$ cat src/shared/trs_map.svh
// Constant map for the telemetry read slave
`ifndef TRS_MAP_SVH
`define TRS_MAP_SVH

`define TRS_ADDR_HI 4'h4
`define TRS_CMD_READ 8'h21
`define TRS_CMD_CSUM 8'hDF
`define TRS_FILL_BYTE 8'hFF
`define TRS_RSVD_BYTE 8'hAA
`define TRS_BYTE_BITS 4'h8
`define TRS_TX_LEN 7'h41
`define TRS_POS_ZERO 7'h01
`define TRS_POS_SERIAL 7'h34
`define TRS_POS_SERIAL_END 7'h37
`define TRS_POS_ZSUM 7'h3F
`define TRS_POS_LAST 7'h40
`define TRS_IMG_TOP 10'h1F7
`define TRS_CLK_PERIOD_NS 100
`define TRS_SCL_MAX_KHZ 200
`define TRS_SCL_MIN_PERIOD_NS (1000000 / `TRS_SCL_MAX_KHZ)
`define TRS_SCL_MIN_CYC \
    ((`TRS_SCL_MIN_PERIOD_NS + `TRS_CLK_PERIOD_NS - 1) / `TRS_CLK_PERIOD_NS)

`endif

$ cat src/shared/trs_pkg.sv
// Types shared by the telemetry read slave
`default_nettype none
package trs_pkg;
    typedef logic [7:0] trs_byte_t;
    typedef enum {
        ST_IDLE, ST_ADDR, ST_ADDR_ACK, ST_CMD, ST_CMD_ACK,
        ST_CSUM, ST_CSUM_ACK, ST_TX, ST_TX_ACK, ST_IGNORE
    } trs_state_t;
endpackage
`default_nettype wire

$ cat src/shared/trs_stream_if.sv
// Byte stream carrier with valid and ready
`default_nettype none
interface trs_stream_if #(parameter int WIDTH = 8);
    logic [WIDTH-1:0] data;
    logic valid;
    logic ready;
    modport src (output data, output valid, input ready);
    modport snk (input data, input valid, output ready);
endinterface
`default_nettype wire

$ cat src/hw/trs_fifo.sv
// Stream FIFO between frame builder and bus transmitter
`default_nettype none
module trs_fifo #(
    parameter int WIDTH = 8,
    parameter int DEPTH = 16,
    localparam int AW = $clog2(DEPTH)
) (
    // Clock and reset
    input wire logic clock,
    input wire logic rstn,
    input wire logic flush,
    // Streams
    trs_stream_if.snk in_s,
    trs_stream_if.src out_s
);
    logic [WIDTH-1:0] mem_q [DEPTH];
    logic [AW:0] wr_q;
    logic [AW:0] rd_q;
    logic full;
    logic empty;
    logic push;
    logic pop;

    assign empty = (wr_q == rd_q);
    assign full = (wr_q[AW] != rd_q[AW]) && (wr_q[AW-1:0] == rd_q[AW-1:0]);
    assign push = in_s.valid && !full;
    assign pop = out_s.ready && !empty;
    assign in_s.ready = !full;
    assign out_s.valid = !empty;
    assign out_s.data = mem_q[rd_q[AW-1:0]];

    always_ff @(posedge clock) begin
        if (push) begin
            mem_q[wr_q[AW-1:0]] <= in_s.data;
        end
    end

    always_ff @(posedge clock) begin
        if (!rstn || flush) begin
            wr_q <= '0;
            rd_q <= '0;
        end else begin
            if (push) begin
                wr_q <= wr_q + 1'b1;
            end
            if (pop) begin
                rd_q <= rd_q + 1'b1;
            end
        end
    end
endmodule
`default_nettype wire

$ cat src/hw/trs_frame_builder.sv
// Builds the 65-byte telemetry answer as a byte stream
`include "trs_map.svh"
`default_nettype none
module trs_frame_builder (
    // Clock and reset
    input wire logic clock,
    input wire logic rstn,
    // Control
    input wire logic start,
    input wire logic abort,
    input wire trs_pkg::trs_byte_t cmd_code,
    // Telemetry snapshot sources
    input wire logic [15:0] card_temp,
    input wire logic [15:0] main_12v_output_volt,
    input wire logic [15:0] aux_3v3_output_volt,
    input wire logic [15:0] main_12v_output_curr,
    input wire logic [15:0] aux_3v3_output_curr,
    input wire logic [159:0] part_string,
    input wire logic [31:0] serial_bcd,
    input wire logic [15:0] date_code,
    input wire logic [15:0] hw_rev,
    input wire logic [15:0] fw_rev,
    // Output stream
    trs_stream_if.src out_s
);
    logic [503:0] img_q;
    logic active_q;
    logic [6:0] idx_q;
    logic [7:0] sum_q;
    logic [9:0] top_bit;
    logic fire;
    logic [31:0] ser_chk_q;
    logic [7:0] chk_q;

    // Bytes 0..62 in send order, most significant byte first
    always_ff @(posedge clock) begin
        if (start) begin
            img_q <= {cmd_code, 8'h00, card_temp, main_12v_output_volt,
                aux_3v3_output_volt, 64'h0, main_12v_output_curr, aux_3v3_output_curr,
                96'h0, part_string, serial_bcd, date_code, hw_rev, fw_rev,
                `TRS_RSVD_BYTE};
        end
    end

    assign top_bit = `TRS_IMG_TOP - {idx_q, 3'b000};
    assign fire = active_q && out_s.ready;
    assign out_s.valid = active_q;
    // Zero-sum byte, then trailing checksum of the whole frame
    assign out_s.data = (idx_q >= `TRS_POS_ZSUM) ? (8'h00 - sum_q) : img_q[top_bit -: 8];

    always_ff @(posedge clock) begin
        if (!rstn) begin
            active_q <= 1'b0;
            idx_q <= '0;
            sum_q <= '0;
        end else if (start) begin
            active_q <= 1'b1;
            idx_q <= '0;
            sum_q <= '0;
        end else if (abort) begin
            active_q <= 1'b0;
        end else if (fire) begin
            idx_q <= idx_q + 7'h01;
            sum_q <= sum_q + out_s.data;
            if (idx_q == `TRS_POS_LAST) begin
                active_q <= 1'b0;
            end
        end
    end

    // ****************
    // Checking helpers
    // ****************
    always_ff @(posedge clock) begin
        if (!rstn) begin
            ser_chk_q <= '0;
            chk_q <= '0;
        end else if (start) begin
            ser_chk_q <= serial_bcd;
            chk_q <= '0;
        end else if (fire) begin
            chk_q <= chk_q + out_s.data;
        end
    end
endmodule
`default_nettype wire

$ cat src/hw/trs_telemetry_slave.sv
// Two-wire bus slave answering the telemetry read command
// Functional notes
// - Address is 0100 plus three slot bits
// - Bus clock at most 200 kHz
// - Command 0x21 requests the 64-byte frame
// - Checksum 0xDF then stop; all acknowledged
// - Read address returns 64 bytes plus checksum
// - Byte 0 echoes command, byte 1 zero
// - Bytes 2-3 signed temperature, MSB first
// - Bytes 52-55 packed decimal serial, high first
// - Byte 63 makes bytes 0-63 sum zero
// - Slot bit 2 most, bit 0 least significant
`include "trs_map.svh"
`default_nettype none
module trs_telemetry_slave #(
    parameter int FIFO_DEPTH = 16,
    parameter int SCL_MIN_CYC = `TRS_SCL_MIN_CYC
) (
    // Clock and reset
    input wire logic clock,
    input wire logic rstn,
    // Bus pins
    input wire logic scl_in,
    input wire logic sda_in,
    output logic sda_out,
    output logic sda_oe_n,
    // Slot pins
    input wire logic geo_slot_bit2,
    input wire logic geo_slot_bit1,
    input wire logic geo_slot_bit0,
    // Telemetry sources
    input wire logic [15:0] card_temp,
    input wire logic [15:0] main_12v_output_volt,
    input wire logic [15:0] aux_3v3_output_volt,
    input wire logic [15:0] main_12v_output_curr,
    input wire logic [15:0] aux_3v3_output_curr,
    input wire logic [159:0] part_string,
    input wire logic [31:0] serial_bcd,
    input wire logic [15:0] date_code,
    input wire logic [15:0] hw_rev,
    input wire logic [15:0] fw_rev,
    // Status
    output logic frame_ready
);
    logic scl_m, scl_s, scl_p;
    logic sda_m, sda_s, sda_p;
    logic [2:0] slot_m, slot_s;
    logic scl_rise, scl_fall, start_det, stop_det;
    trs_pkg::trs_state_t state_q;
    logic [7:0] shift_q;
    logic [3:0] bit_q;
    logic rw_q;
    trs_pkg::trs_byte_t cmd_q;
    trs_pkg::trs_byte_t tx_q;
    logic [6:0] txcnt_q;
    logic csum_ok_q, armed_q, build_q, flush_q;
    logic sda_oe_n_q, sda_out_q;
    logic addr_hit, byte_done, ack_now, load_now, pop_ok, nack_seen;
    trs_pkg::trs_byte_t next_byte;
    logic [7:0] gap_q;
    logic gap_seen_q;

    trs_stream_if #(.WIDTH(8)) bld_s ();
    trs_stream_if #(.WIDTH(8)) fifo_s ();

    // ************************
    // Pin synchronisers
    // ************************
    always_ff @(posedge clock) begin
        if (!rstn) begin
            scl_m <= 1'b1;
            scl_s <= 1'b1;
            scl_p <= 1'b1;
            sda_m <= 1'b1;
            sda_s <= 1'b1;
            sda_p <= 1'b1;
            slot_m <= 3'h0;
            slot_s <= 3'h0;
        end else begin
            scl_m <= scl_in;
            scl_s <= scl_m;
            scl_p <= scl_s;
            sda_m <= sda_in;
            sda_s <= sda_m;
            sda_p <= sda_s;
            slot_m <= {geo_slot_bit2, geo_slot_bit1, geo_slot_bit0};
            slot_s <= slot_m;
        end
    end

    assign scl_rise = scl_s && !scl_p;
    assign scl_fall = !scl_s && scl_p;
    assign start_det = scl_s && scl_p && sda_p && !sda_s;
    assign stop_det = scl_s && scl_p && !sda_p && sda_s;

    // ************************
    // Byte decisions
    // ************************
    assign addr_hit = (shift_q[7:1] == {`TRS_ADDR_HI, slot_s});
    assign byte_done = scl_fall && (bit_q == `TRS_BYTE_BITS);
    // Read address only taken once a frame has been requested
    assign ack_now = byte_done && (
        (state_q == trs_pkg::ST_ADDR && addr_hit && (!shift_q[0] || armed_q)) ||
        (state_q == trs_pkg::ST_CMD && shift_q == `TRS_CMD_READ) ||
        (state_q == trs_pkg::ST_CSUM && shift_q == `TRS_CMD_CSUM));
    assign load_now = scl_fall && ((state_q == trs_pkg::ST_ADDR_ACK && rw_q) ||
        state_q == trs_pkg::ST_TX_ACK);
    assign pop_ok = load_now && fifo_s.valid;
    assign fifo_s.ready = pop_ok;
    // Past the frame end the bus reads idle ones
    assign next_byte = pop_ok ? fifo_s.data : `TRS_FILL_BYTE;
    assign nack_seen = (state_q == trs_pkg::ST_TX_ACK) && scl_rise && sda_s;

    // ************************
    // Bus state machine
    // ************************
    always_ff @(posedge clock) begin
        if (!rstn) begin
            state_q <= trs_pkg::ST_IDLE;
            shift_q <= 8'h00;
            bit_q <= 4'h0;
            rw_q <= 1'b0;
            cmd_q <= 8'h00;
            tx_q <= 8'h00;
            txcnt_q <= 7'h00;
        end else if (start_det) begin
            state_q <= trs_pkg::ST_ADDR;
            bit_q <= 4'h0;
            txcnt_q <= 7'h00;
        end else if (stop_det) begin
            state_q <= trs_pkg::ST_IDLE;
        end else begin
            case (state_q)
                trs_pkg::ST_ADDR, trs_pkg::ST_CMD, trs_pkg::ST_CSUM: begin
                    if (scl_rise && bit_q != `TRS_BYTE_BITS) begin
                        shift_q <= {shift_q[6:0], sda_s};
                        bit_q <= bit_q + 4'h1;
                    end else if (byte_done) begin
                        bit_q <= 4'h0;
                        if (!ack_now) begin
                            state_q <= trs_pkg::ST_IGNORE;
                        end else if (state_q == trs_pkg::ST_ADDR) begin
                            state_q <= trs_pkg::ST_ADDR_ACK;
                            rw_q <= shift_q[0];
                        end else if (state_q == trs_pkg::ST_CMD) begin
                            state_q <= trs_pkg::ST_CMD_ACK;
                            cmd_q <= shift_q;
                        end else begin
                            state_q <= trs_pkg::ST_CSUM_ACK;
                        end
                    end
                end
                trs_pkg::ST_ADDR_ACK: begin
                    if (scl_fall) begin
                        if (rw_q) begin
                            state_q <= trs_pkg::ST_TX;
                            tx_q <= next_byte;
                            bit_q <= 4'h1;
                            txcnt_q <= 7'h01;
                        end else begin
                            state_q <= trs_pkg::ST_CMD;
                        end
                    end
                end
                trs_pkg::ST_CMD_ACK: begin
                    if (scl_fall) begin
                        state_q <= trs_pkg::ST_CSUM;
                    end
                end
                trs_pkg::ST_CSUM_ACK: begin
                    if (scl_fall) begin
                        state_q <= trs_pkg::ST_IGNORE;
                    end
                end
                trs_pkg::ST_TX: begin
                    if (scl_fall) begin
                        if (bit_q == `TRS_BYTE_BITS) begin
                            state_q <= trs_pkg::ST_TX_ACK;
                        end else begin
                            tx_q <= {tx_q[6:0], 1'b0};
                            bit_q <= bit_q + 4'h1;
                        end
                    end
                end
                trs_pkg::ST_TX_ACK: begin
                    if (nack_seen) begin
                        state_q <= trs_pkg::ST_IGNORE;
                    end else if (scl_fall) begin
                        state_q <= trs_pkg::ST_TX;
                        tx_q <= next_byte;
                        bit_q <= 4'h1;
                        if (txcnt_q != `TRS_TX_LEN) begin
                            txcnt_q <= txcnt_q + 7'h01;
                        end
                    end
                end
                default: begin
                end
            endcase
        end
    end

    // ************************
    // Data pin driver
    // ************************
    always_ff @(posedge clock) begin
        if (!rstn) begin
            sda_oe_n_q <= 1'b1;
            sda_out_q <= 1'b0;
        end else if (start_det || stop_det) begin
            sda_oe_n_q <= 1'b1;
        end else if (ack_now) begin
            sda_oe_n_q <= 1'b0;
        end else if (load_now) begin
            sda_oe_n_q <= next_byte[7];
        end else if (scl_fall && state_q == trs_pkg::ST_TX) begin
            sda_oe_n_q <= (bit_q == `TRS_BYTE_BITS) ? 1'b1 : tx_q[6];
        end else if (scl_fall) begin
            sda_oe_n_q <= 1'b1;
        end
    end

    // ************************
    // Request session
    // ************************
    always_ff @(posedge clock) begin
        if (!rstn) begin
            csum_ok_q <= 1'b0;
            armed_q <= 1'b0;
            build_q <= 1'b0;
            flush_q <= 1'b0;
        end else begin
            build_q <= 1'b0;
            flush_q <= 1'b0;
            if (start_det) begin
                csum_ok_q <= 1'b0;
            end else if (ack_now && state_q == trs_pkg::ST_CSUM) begin
                csum_ok_q <= 1'b1;
            end else if (stop_det && csum_ok_q) begin
                csum_ok_q <= 1'b0;
                armed_q <= 1'b1;
                build_q <= 1'b1;
                flush_q <= 1'b1;
            end
            if (nack_seen) begin
                armed_q <= 1'b0;
                flush_q <= 1'b1;
            end
        end
    end

    assign sda_out = sda_out_q;
    assign sda_oe_n = sda_oe_n_q;
    assign frame_ready = armed_q;

    // ************************
    // Frame path
    // ************************
    trs_frame_builder u_builder (
        .clock(clock),
        .rstn(rstn),
        .start(build_q),
        .abort(flush_q),
        .cmd_code(cmd_q),
        .card_temp(card_temp),
        .main_12v_output_volt(main_12v_output_volt),
        .aux_3v3_output_volt(aux_3v3_output_volt),
        .main_12v_output_curr(main_12v_output_curr),
        .aux_3v3_output_curr(aux_3v3_output_curr),
        .part_string(part_string),
        .serial_bcd(serial_bcd),
        .date_code(date_code),
        .hw_rev(hw_rev),
        .fw_rev(fw_rev),
        .out_s(bld_s)
    );

    trs_fifo #(.WIDTH(8), .DEPTH(FIFO_DEPTH)) u_fifo (
        .clock(clock),
        .rstn(rstn),
        // A new request drops unread bytes of an older frame
        .flush(flush_q),
        .in_s(bld_s),
        .out_s(fifo_s)
    );

    // ************************
    // Checking helpers
    // ************************
    always_ff @(posedge clock) begin
        if (!rstn) begin
            gap_q <= 8'h00;
            gap_seen_q <= 1'b0;
        end else if (scl_rise) begin
            gap_q <= 8'h01;
            gap_seen_q <= !start_det;
        end else begin
            if (gap_q != 8'hFF) begin
                gap_q <= gap_q + 8'h01;
            end
            if (stop_det) begin
                gap_seen_q <= 1'b0;
            end
        end
    end
endmodule
`default_nettype wire

$ cat config.mk
export PLATFORM = sky130hd
export DESIGN_NAME = trs_telemetry_slave
export DESIGN_NICKNAME = d
export VERILOG_FILES = /design/src/shared/trs_pkg.sv /design/src/shared/trs_stream_if.sv /design/src/hw/trs_fifo.sv /design/src/hw/trs_frame_builder.sv /design/src/hw/trs_telemetry_slave.sv
export VERILOG_INCLUDE_DIRS = /design/src /design/src/shared
export SDC_FILE = /design/constraint.sdc
export NUM_CORES = 1
export LEC_CHECK = 0
export BUFFER_PORTS_ARGS = -buffer_cell sky130_fd_sc_hd__buf_2
export CORE_MARGIN = 3
export CORE_UTILIZATION = 53
export CTS_CLUSTER_DIAMETER = 80
export CTS_CLUSTER_SIZE = 16
export DETAILED_ROUTE_END_ITERATION = 16
export HOLD_SLACK_MARGIN = 0.05
export PLACE_DENSITY = 0.83
export REMOVE_ABC_BUFFERS = 1
export SYNTH_ARGS = -nofsm -noshare
export SYNTH_HDL_FRONTEND = slang
export SYNTH_SLANG_ARGS = --single-unit
$ cat constraint.sdc
create_clock -name clock -period 11.9 [get_ports clock]
set_input_delay 0.595 -clock clock [delete_from_list [all_inputs] [get_ports clock]]
set_output_delay 0.595 -clock clock [all_outputs]
set_load 0.03 [all_outputs]
==> impl_results.html <==
<table>
<tr><th>Metric</th><th>Value</th></tr>
<tr><th colspan="2">Floorplanning</th></tr>
<tr><td>Total die area</td><td>43500 µm²</td></tr>
<tr><td>Top-level port count</td><td>330</td></tr>
<tr><td>Floorplan Core Area</td><td>40100 µm²</td></tr>
<tr><td>Effective utilization at floorplan</td><td>54.24%</td></tr>
<tr><td>Vert. Die Dim</td><td>208.6 µm</td></tr>
<tr><td>Standard-cell rows</td><td>73</td></tr>
<tr><td>Die X-Extent</td><td>208.6 µm</td></tr>
<tr><th colspan="2">Clock network</th></tr>
<tr><td>CTS H-Tree Depth</td><td>2</td></tr>
<tr><td>Number of buffers added to fix hold violations after cts</td><td>0</td></tr>
<tr><td>Number of clock sinks</td><td>535</td></tr>
<tr><td>Clock tree from TritonCTS</td><td>built</td></tr>
<tr><td>Cell at the root of the clock tree</td><td>sky130_fd_sc_hd__clkbuf_16</td></tr>
<tr><td>Register clock-pin slew on the reported worst setup and hold paths</td><td>0.07 ns</td></tr>
<tr><td>Clock latency at the later pin of the worst-skew pair</td><td>0.55 ns</td></tr>
<tr><td>Clock buffer count from CTS</td><td>39</td></tr>
<tr><td>Post-CTS Setup Inserts</td><td>0</td></tr>
<tr><td>Clock buffer depth</td><td>3</td></tr>
<tr><td># resized after CTS</td><td>0</td></tr>
<tr><th colspan="2">Worst setup path</th></tr>
<tr><td>CP max-delay cell</td><td>sky130_fd_sc_hd__o22ai_1</td></tr>
<tr><td>Buf/Inv on CP</td><td>4</td></tr>
<tr><td>Worst path cell trace</td><td>inv_1 &gt; ha_4 &gt; buf_4 &gt; and2_1 &gt; a21oi_1 &gt; o21ai_0 &gt; a21oi_1 &gt; o21ai_1 &gt; a21oi_1 &gt; o22ai_1 &gt; ha_1 &gt; inv_1 &gt; fa_1 &gt; inv_1 &gt; a21oi_1 &gt; o21bai_1 &gt; a21o_1 &gt; a21oi_1 &gt; xnor2_1 &gt; nand2_1 &gt; a21oi_1</td></tr>
<tr><td>Top delay family on crit path</td><td>compound AO/OA/AOI/OAI gates</td></tr>
<tr><td>CP max FO</td><td>68</td></tr>
<tr><td>Crit path largest cell delay</td><td>1.01 ns</td></tr>
<tr><td>Worst setup SP type</td><td>flop</td></tr>
<tr><td>Crit-path most repeated cell</td><td>sky130_fd_sc_hd__a21oi_1</td></tr>
<tr><td>Crit path required time</td><td>12.35 ns</td></tr>
<tr><td>Classification of the worst setup path</td><td>reg -&gt; reg</td></tr>
<tr><td>Category of the worst setup path capture point</td><td>flop</td></tr>
<tr><td>Critical path arrival</td><td>7.64 ns</td></tr>
<tr><th colspan="2">Pwr</th></tr>
<tr><td>Portion of total power attributed to combinational logic</td><td>2.2%</td></tr>
<tr><td>Leakage power of the design</td><td>0.008571 µW</td></tr>
<tr><td>Switching component of the power</td><td>644.2 µW</td></tr>
<tr><td>Total internal power</td><td>2710 µW</td></tr>
<tr><td>Fraction of power spent switching nets</td><td>19.20%</td></tr>
<tr><td>Relative contribution of sequential cells to total power</td><td>60.3%</td></tr>
<tr><td>Overall Power</td><td>3354 µW</td></tr>
<tr><td>Areal power density over the cells</td><td>133.6 nW/µm²</td></tr>
<tr><td>Worst IR Drop VDD</td><td>148.7 µV</td></tr>
<tr><td>Clock power share</td><td>37.4%</td></tr>
<tr><th colspan="2">Global route</th></tr>
<tr><td>Vias in the first global route</td><td>13560</td></tr>
<tr><td>Global-route wire length before repair</td><td>78.41 mm</td></tr>
<tr><td>Overall Global Routing Usage</td><td>23.59%</td></tr>
<tr><td>Grt ovf</td><td>0</td></tr>
<tr><td>Largest net degree at the start of global routing</td><td>204</td></tr>
<tr><td>Antenna violations before repair</td><td>12</td></tr>
<tr><th colspan="2">Min path</th></tr>
<tr><td>Hold Path Class</td><td>in -&gt; reg</td></tr>
<tr><th colspan="2">STA</th></tr>
<tr><td>FMAX</td><td>139.3 MHz</td></tr>
<tr><td>Final max-slew violation count</td><td>0</td></tr>
<tr><td>Worst setup skew after layout</td><td>0.01614 ns</td></tr>
<tr><td>Worst slew margin relative to its limit</td><td>15.15%</td></tr>
<tr><td>Setup-violating endpoint count in the final report</td><td>0</td></tr>
<tr><td>Hold Vio Cnt, Final</td><td>0</td></tr>
<tr><td>Unrepaired setup endpoints after global routing</td><td>no</td></tr>
<tr><td>Period utilization</td><td>60.35%</td></tr>
<tr><td>Total Negative Setup Slacks</td><td>0 ns</td></tr>
<tr><td>Transition time at the pin with the least slew margin</td><td>1.273 ns</td></tr>
<tr><td>Fin crit period</td><td>7.181 ns</td></tr>
<tr><th colspan="2">Job</th></tr>
<tr><td>Max_cap viols</td><td>0</td></tr>
<tr><th colspan="2">Placed design</th></tr>
<tr><td>Number of input and output port buffers inserted</td><td>328</td></tr>
<tr><td>Gpl congestion</td><td>0.8881</td></tr>
<tr><td>Post-DP HPWL</td><td>36.02 mm</td></tr>
<tr><th colspan="2">Detailed routing</th></tr>
<tr><td>DRC violations left</td><td>0</td></tr>
<tr><td>Vias per Instance</td><td>6.005</td></tr>
<tr><td>Via Count</td><td>13170</td></tr>
<tr><td>Count of nets left with antenna violations after detail routing</td><td>0</td></tr>
<tr><td>Number of search-and-repair iterations in the first detailed-routing pass</td><td>5</td></tr>
<tr><td>Number of design-rule violations left by the first detailed-router iteration</td><td>1528</td></tr>
<tr><td>Wirelength per Cell</td><td>24.18 µm</td></tr>
<tr><td>Overall routed net length</td><td>53.03 mm</td></tr>
<tr><th colspan="2">Synth</th></tr>
<tr><td>Biggest area contributors in the synthesized netlist</td><td>sky130_fd_sc_hd__edfxtp_1 (63%), sky130_fd_sc_hd__mux4_2 (10%), sky130_fd_sc_hd__dfxtp_1 (7.3%)</td></tr>
<tr><td>Syn_area_per_cell</td><td>16.62 µm²</td></tr>
<tr><td>Flip-flop cell with the highest count after synthesis</td><td>sky130_fd_sc_hd__edfxtp_1</td></tr>
<tr><td>Synth warnings</td><td>0</td></tr>
<tr><td>Count of mapped cells out of synthesis</td><td>1309</td></tr>
<tr><td>Synth top area share</td><td>62.96%</td></tr>
<tr><td>Area of the mapped netlist</td><td>21750 µm²</td></tr>
<tr><td>Synth cell types</td><td>78</td></tr>
<tr><td>EDFF count, synth</td><td>456</td></tr>
<tr><td>Async set or reset register ratio after synthesis</td><td>0%</td></tr>
<tr><td>Biggest area consumer among synthesized cells</td><td>sky130_fd_sc_hd__edfxtp_1</td></tr>
<tr><td>Leading cell types by count after synthesis</td><td>sky130_fd_sc_hd__edfxtp_1 (456), sky130_fd_sc_hd__mux4_2 (101), sky130_fd_sc_hd__dfxtp_1 (79)</td></tr>
<tr><td>Register bit count reported by yosys</td><td>535</td></tr>
<tr><td>Seq/Total Area, Yosys</td><td>70.23%</td></tr>
<tr><td>Most repeated cell in the gate-level netlist after synthesis</td><td>sky130_fd_sc_hd__edfxtp_1</td></tr>
<tr><th colspan="2">Final layout</th></tr>
<tr><td>Fillcell total</td><td>2667</td></tr>
<tr><td>Reg area</td><td>15280 µm²</td></tr>
<tr><td>Multi-input combinational cell area</td><td>6162 µm²</td></tr>
<tr><td>Fraction of final layout cells sized beyond drive strength 1</td><td>31.24%</td></tr>
<tr><td>Layout-stage area growth over the synthesis result</td><td>15.45%</td></tr>
<tr><td>NumNets Final</td><td>1972</td></tr>
<tr><th colspan="2">Status</th></tr>
<tr><td>Outcome</td><td>finished, final reports clean</td></tr>
</table>
[cell usage in the layout (no fill, tap or decap), types with 7 or more instances in the layout]
cell	count
sky130_fd_sc_hd__a211oi_1	11
sky130_fd_sc_hd__a21oi_1	63
sky130_fd_sc_hd__a31oi_1	8
sky130_fd_sc_hd__and2_1	15
sky130_fd_sc_hd__and3_1	7
sky130_fd_sc_hd__buf_2	328
sky130_fd_sc_hd__buf_4	15
sky130_fd_sc_hd__clkbuf_1	28
sky130_fd_sc_hd__clkbuf_16	41
sky130_fd_sc_hd__dfxtp_1	75
sky130_fd_sc_hd__diode_2	13
sky130_fd_sc_hd__edfxtp_1	456
sky130_fd_sc_hd__ha_1	17
sky130_fd_sc_hd__inv_1	16
sky130_fd_sc_hd__mux2_2	7
sky130_fd_sc_hd__mux2i_1	38
sky130_fd_sc_hd__mux4_2	101
sky130_fd_sc_hd__nand2_1	78
sky130_fd_sc_hd__nand2b_1	25
sky130_fd_sc_hd__nand3_1	22
sky130_fd_sc_hd__nand4_1	7
sky130_fd_sc_hd__nor2_1	74
sky130_fd_sc_hd__nor2b_1	17
sky130_fd_sc_hd__nor3_1	12
sky130_fd_sc_hd__o211ai_1	9
sky130_fd_sc_hd__o21ai_0	29
sky130_fd_sc_hd__xnor2_1	14
sky130_fd_sc_hd__xor2_1	22
[layout make-up]
class	instances	area share [%]
well taps	525	2.616
inverters	16	0.2392
multi-input cells	690	24.54
repair buffers	344	7.066
diodes	13	0.1296
flip-flops and latches	535	60.87
clock buffers	69	4.504
clock inverters	1	0.03488
[stage by stage]
step	hold WS (ns)	cells	area [µm²]	utilization, %	setup slack, ns
3_5_place_dp	0.4061	2110	23930	59.68	4.877
3_3_place_gp	0.3984	2110	23930	59.68	5.208
4_1_cts	0.2000	2180	25070	62.53	4.867
5_1_grt	0.2036	2190	25100	62.60	4.338
2_1_floorplan	0.3863	1241	21450	-	2.219
6_report	0.2149	2193	25110	62.62	4.719
[logic make-up after synthesis]
| kind of cell | after synthesis | share of synthesized area [%] |
|---|---|---|
| compound gates | 194 | 5.759 |
| buf+inv | 84 | 1.651 |
| mux | 148 | 12.74 |
| xor+xnor | 41 | 1.944 |
| simple gates | 287 | 6.529 |
| other cells | 1 | 0.01724 |
| fa+ha+maj | 19 | 1.128 |
| flops | 535 | 70.23 |
[worst reg2reg max path: cells and delay by family, from the launching register on]
kind	cells	cell delay, ns
fa+ha+maj	3	1.49
buf+inv	4	1.50
compound gates	11	2.45
flops	1	0.71
simple gates	2	0.80
xor+xnor	1	0.14
[metal layers]
metal	vias up	wire length, µm	track usage, %
li1	5773	-	-
met1	6566	18400	28.83
met2	703	28310	41.28
met3	124	4226	4.684
met4	4	2066	9.977
met5	-	27	0
[power by group through the flow]
stage          registers (µW)  logic (µW)  clock network (µW)
2_1_floorplan            2070        9.28                   0
6_report                 2020        75.0                1260
3_3_place_gp             2070        72.0                   0
5_1_grt                  2020        81.4                1330
3_5_place_dp             2070        73.6                   0
4_1_cts                  2020        74.6                1270
[final timing paths]
check	end	from	slack, ns	cells after the start
worst min register to register	u_builder.img_q[499]	cmd_q[3]	0.43	0
worst max-delay path	u_builder.sum_q[6]	u_builder.idx_q[0]	4.72	21
worst min-delay path	u_builder.img_q[68]	serial_bcd[12]	0.21	1
worst max register to register	u_builder.sum_q[6]	u_builder.idx_q[0]	4.72	21
[flip-flops by register name, indices dropped and copies added (netlist names), 3 cells and up, named ones only]
signal,flops
slot_s,3
cmd_q,8
u_builder.idx_q,7
u_fifo.wr_q,5
u_fifo.mem_q,128
u_builder.img_q,328
tx_q,7
u_builder.sum_q,8
shift_q,8
slot_m,3
state_q,4
bit_q,4
u_fifo.rd_q,5
Note: power is estimated with default switching activity, not from simulation.
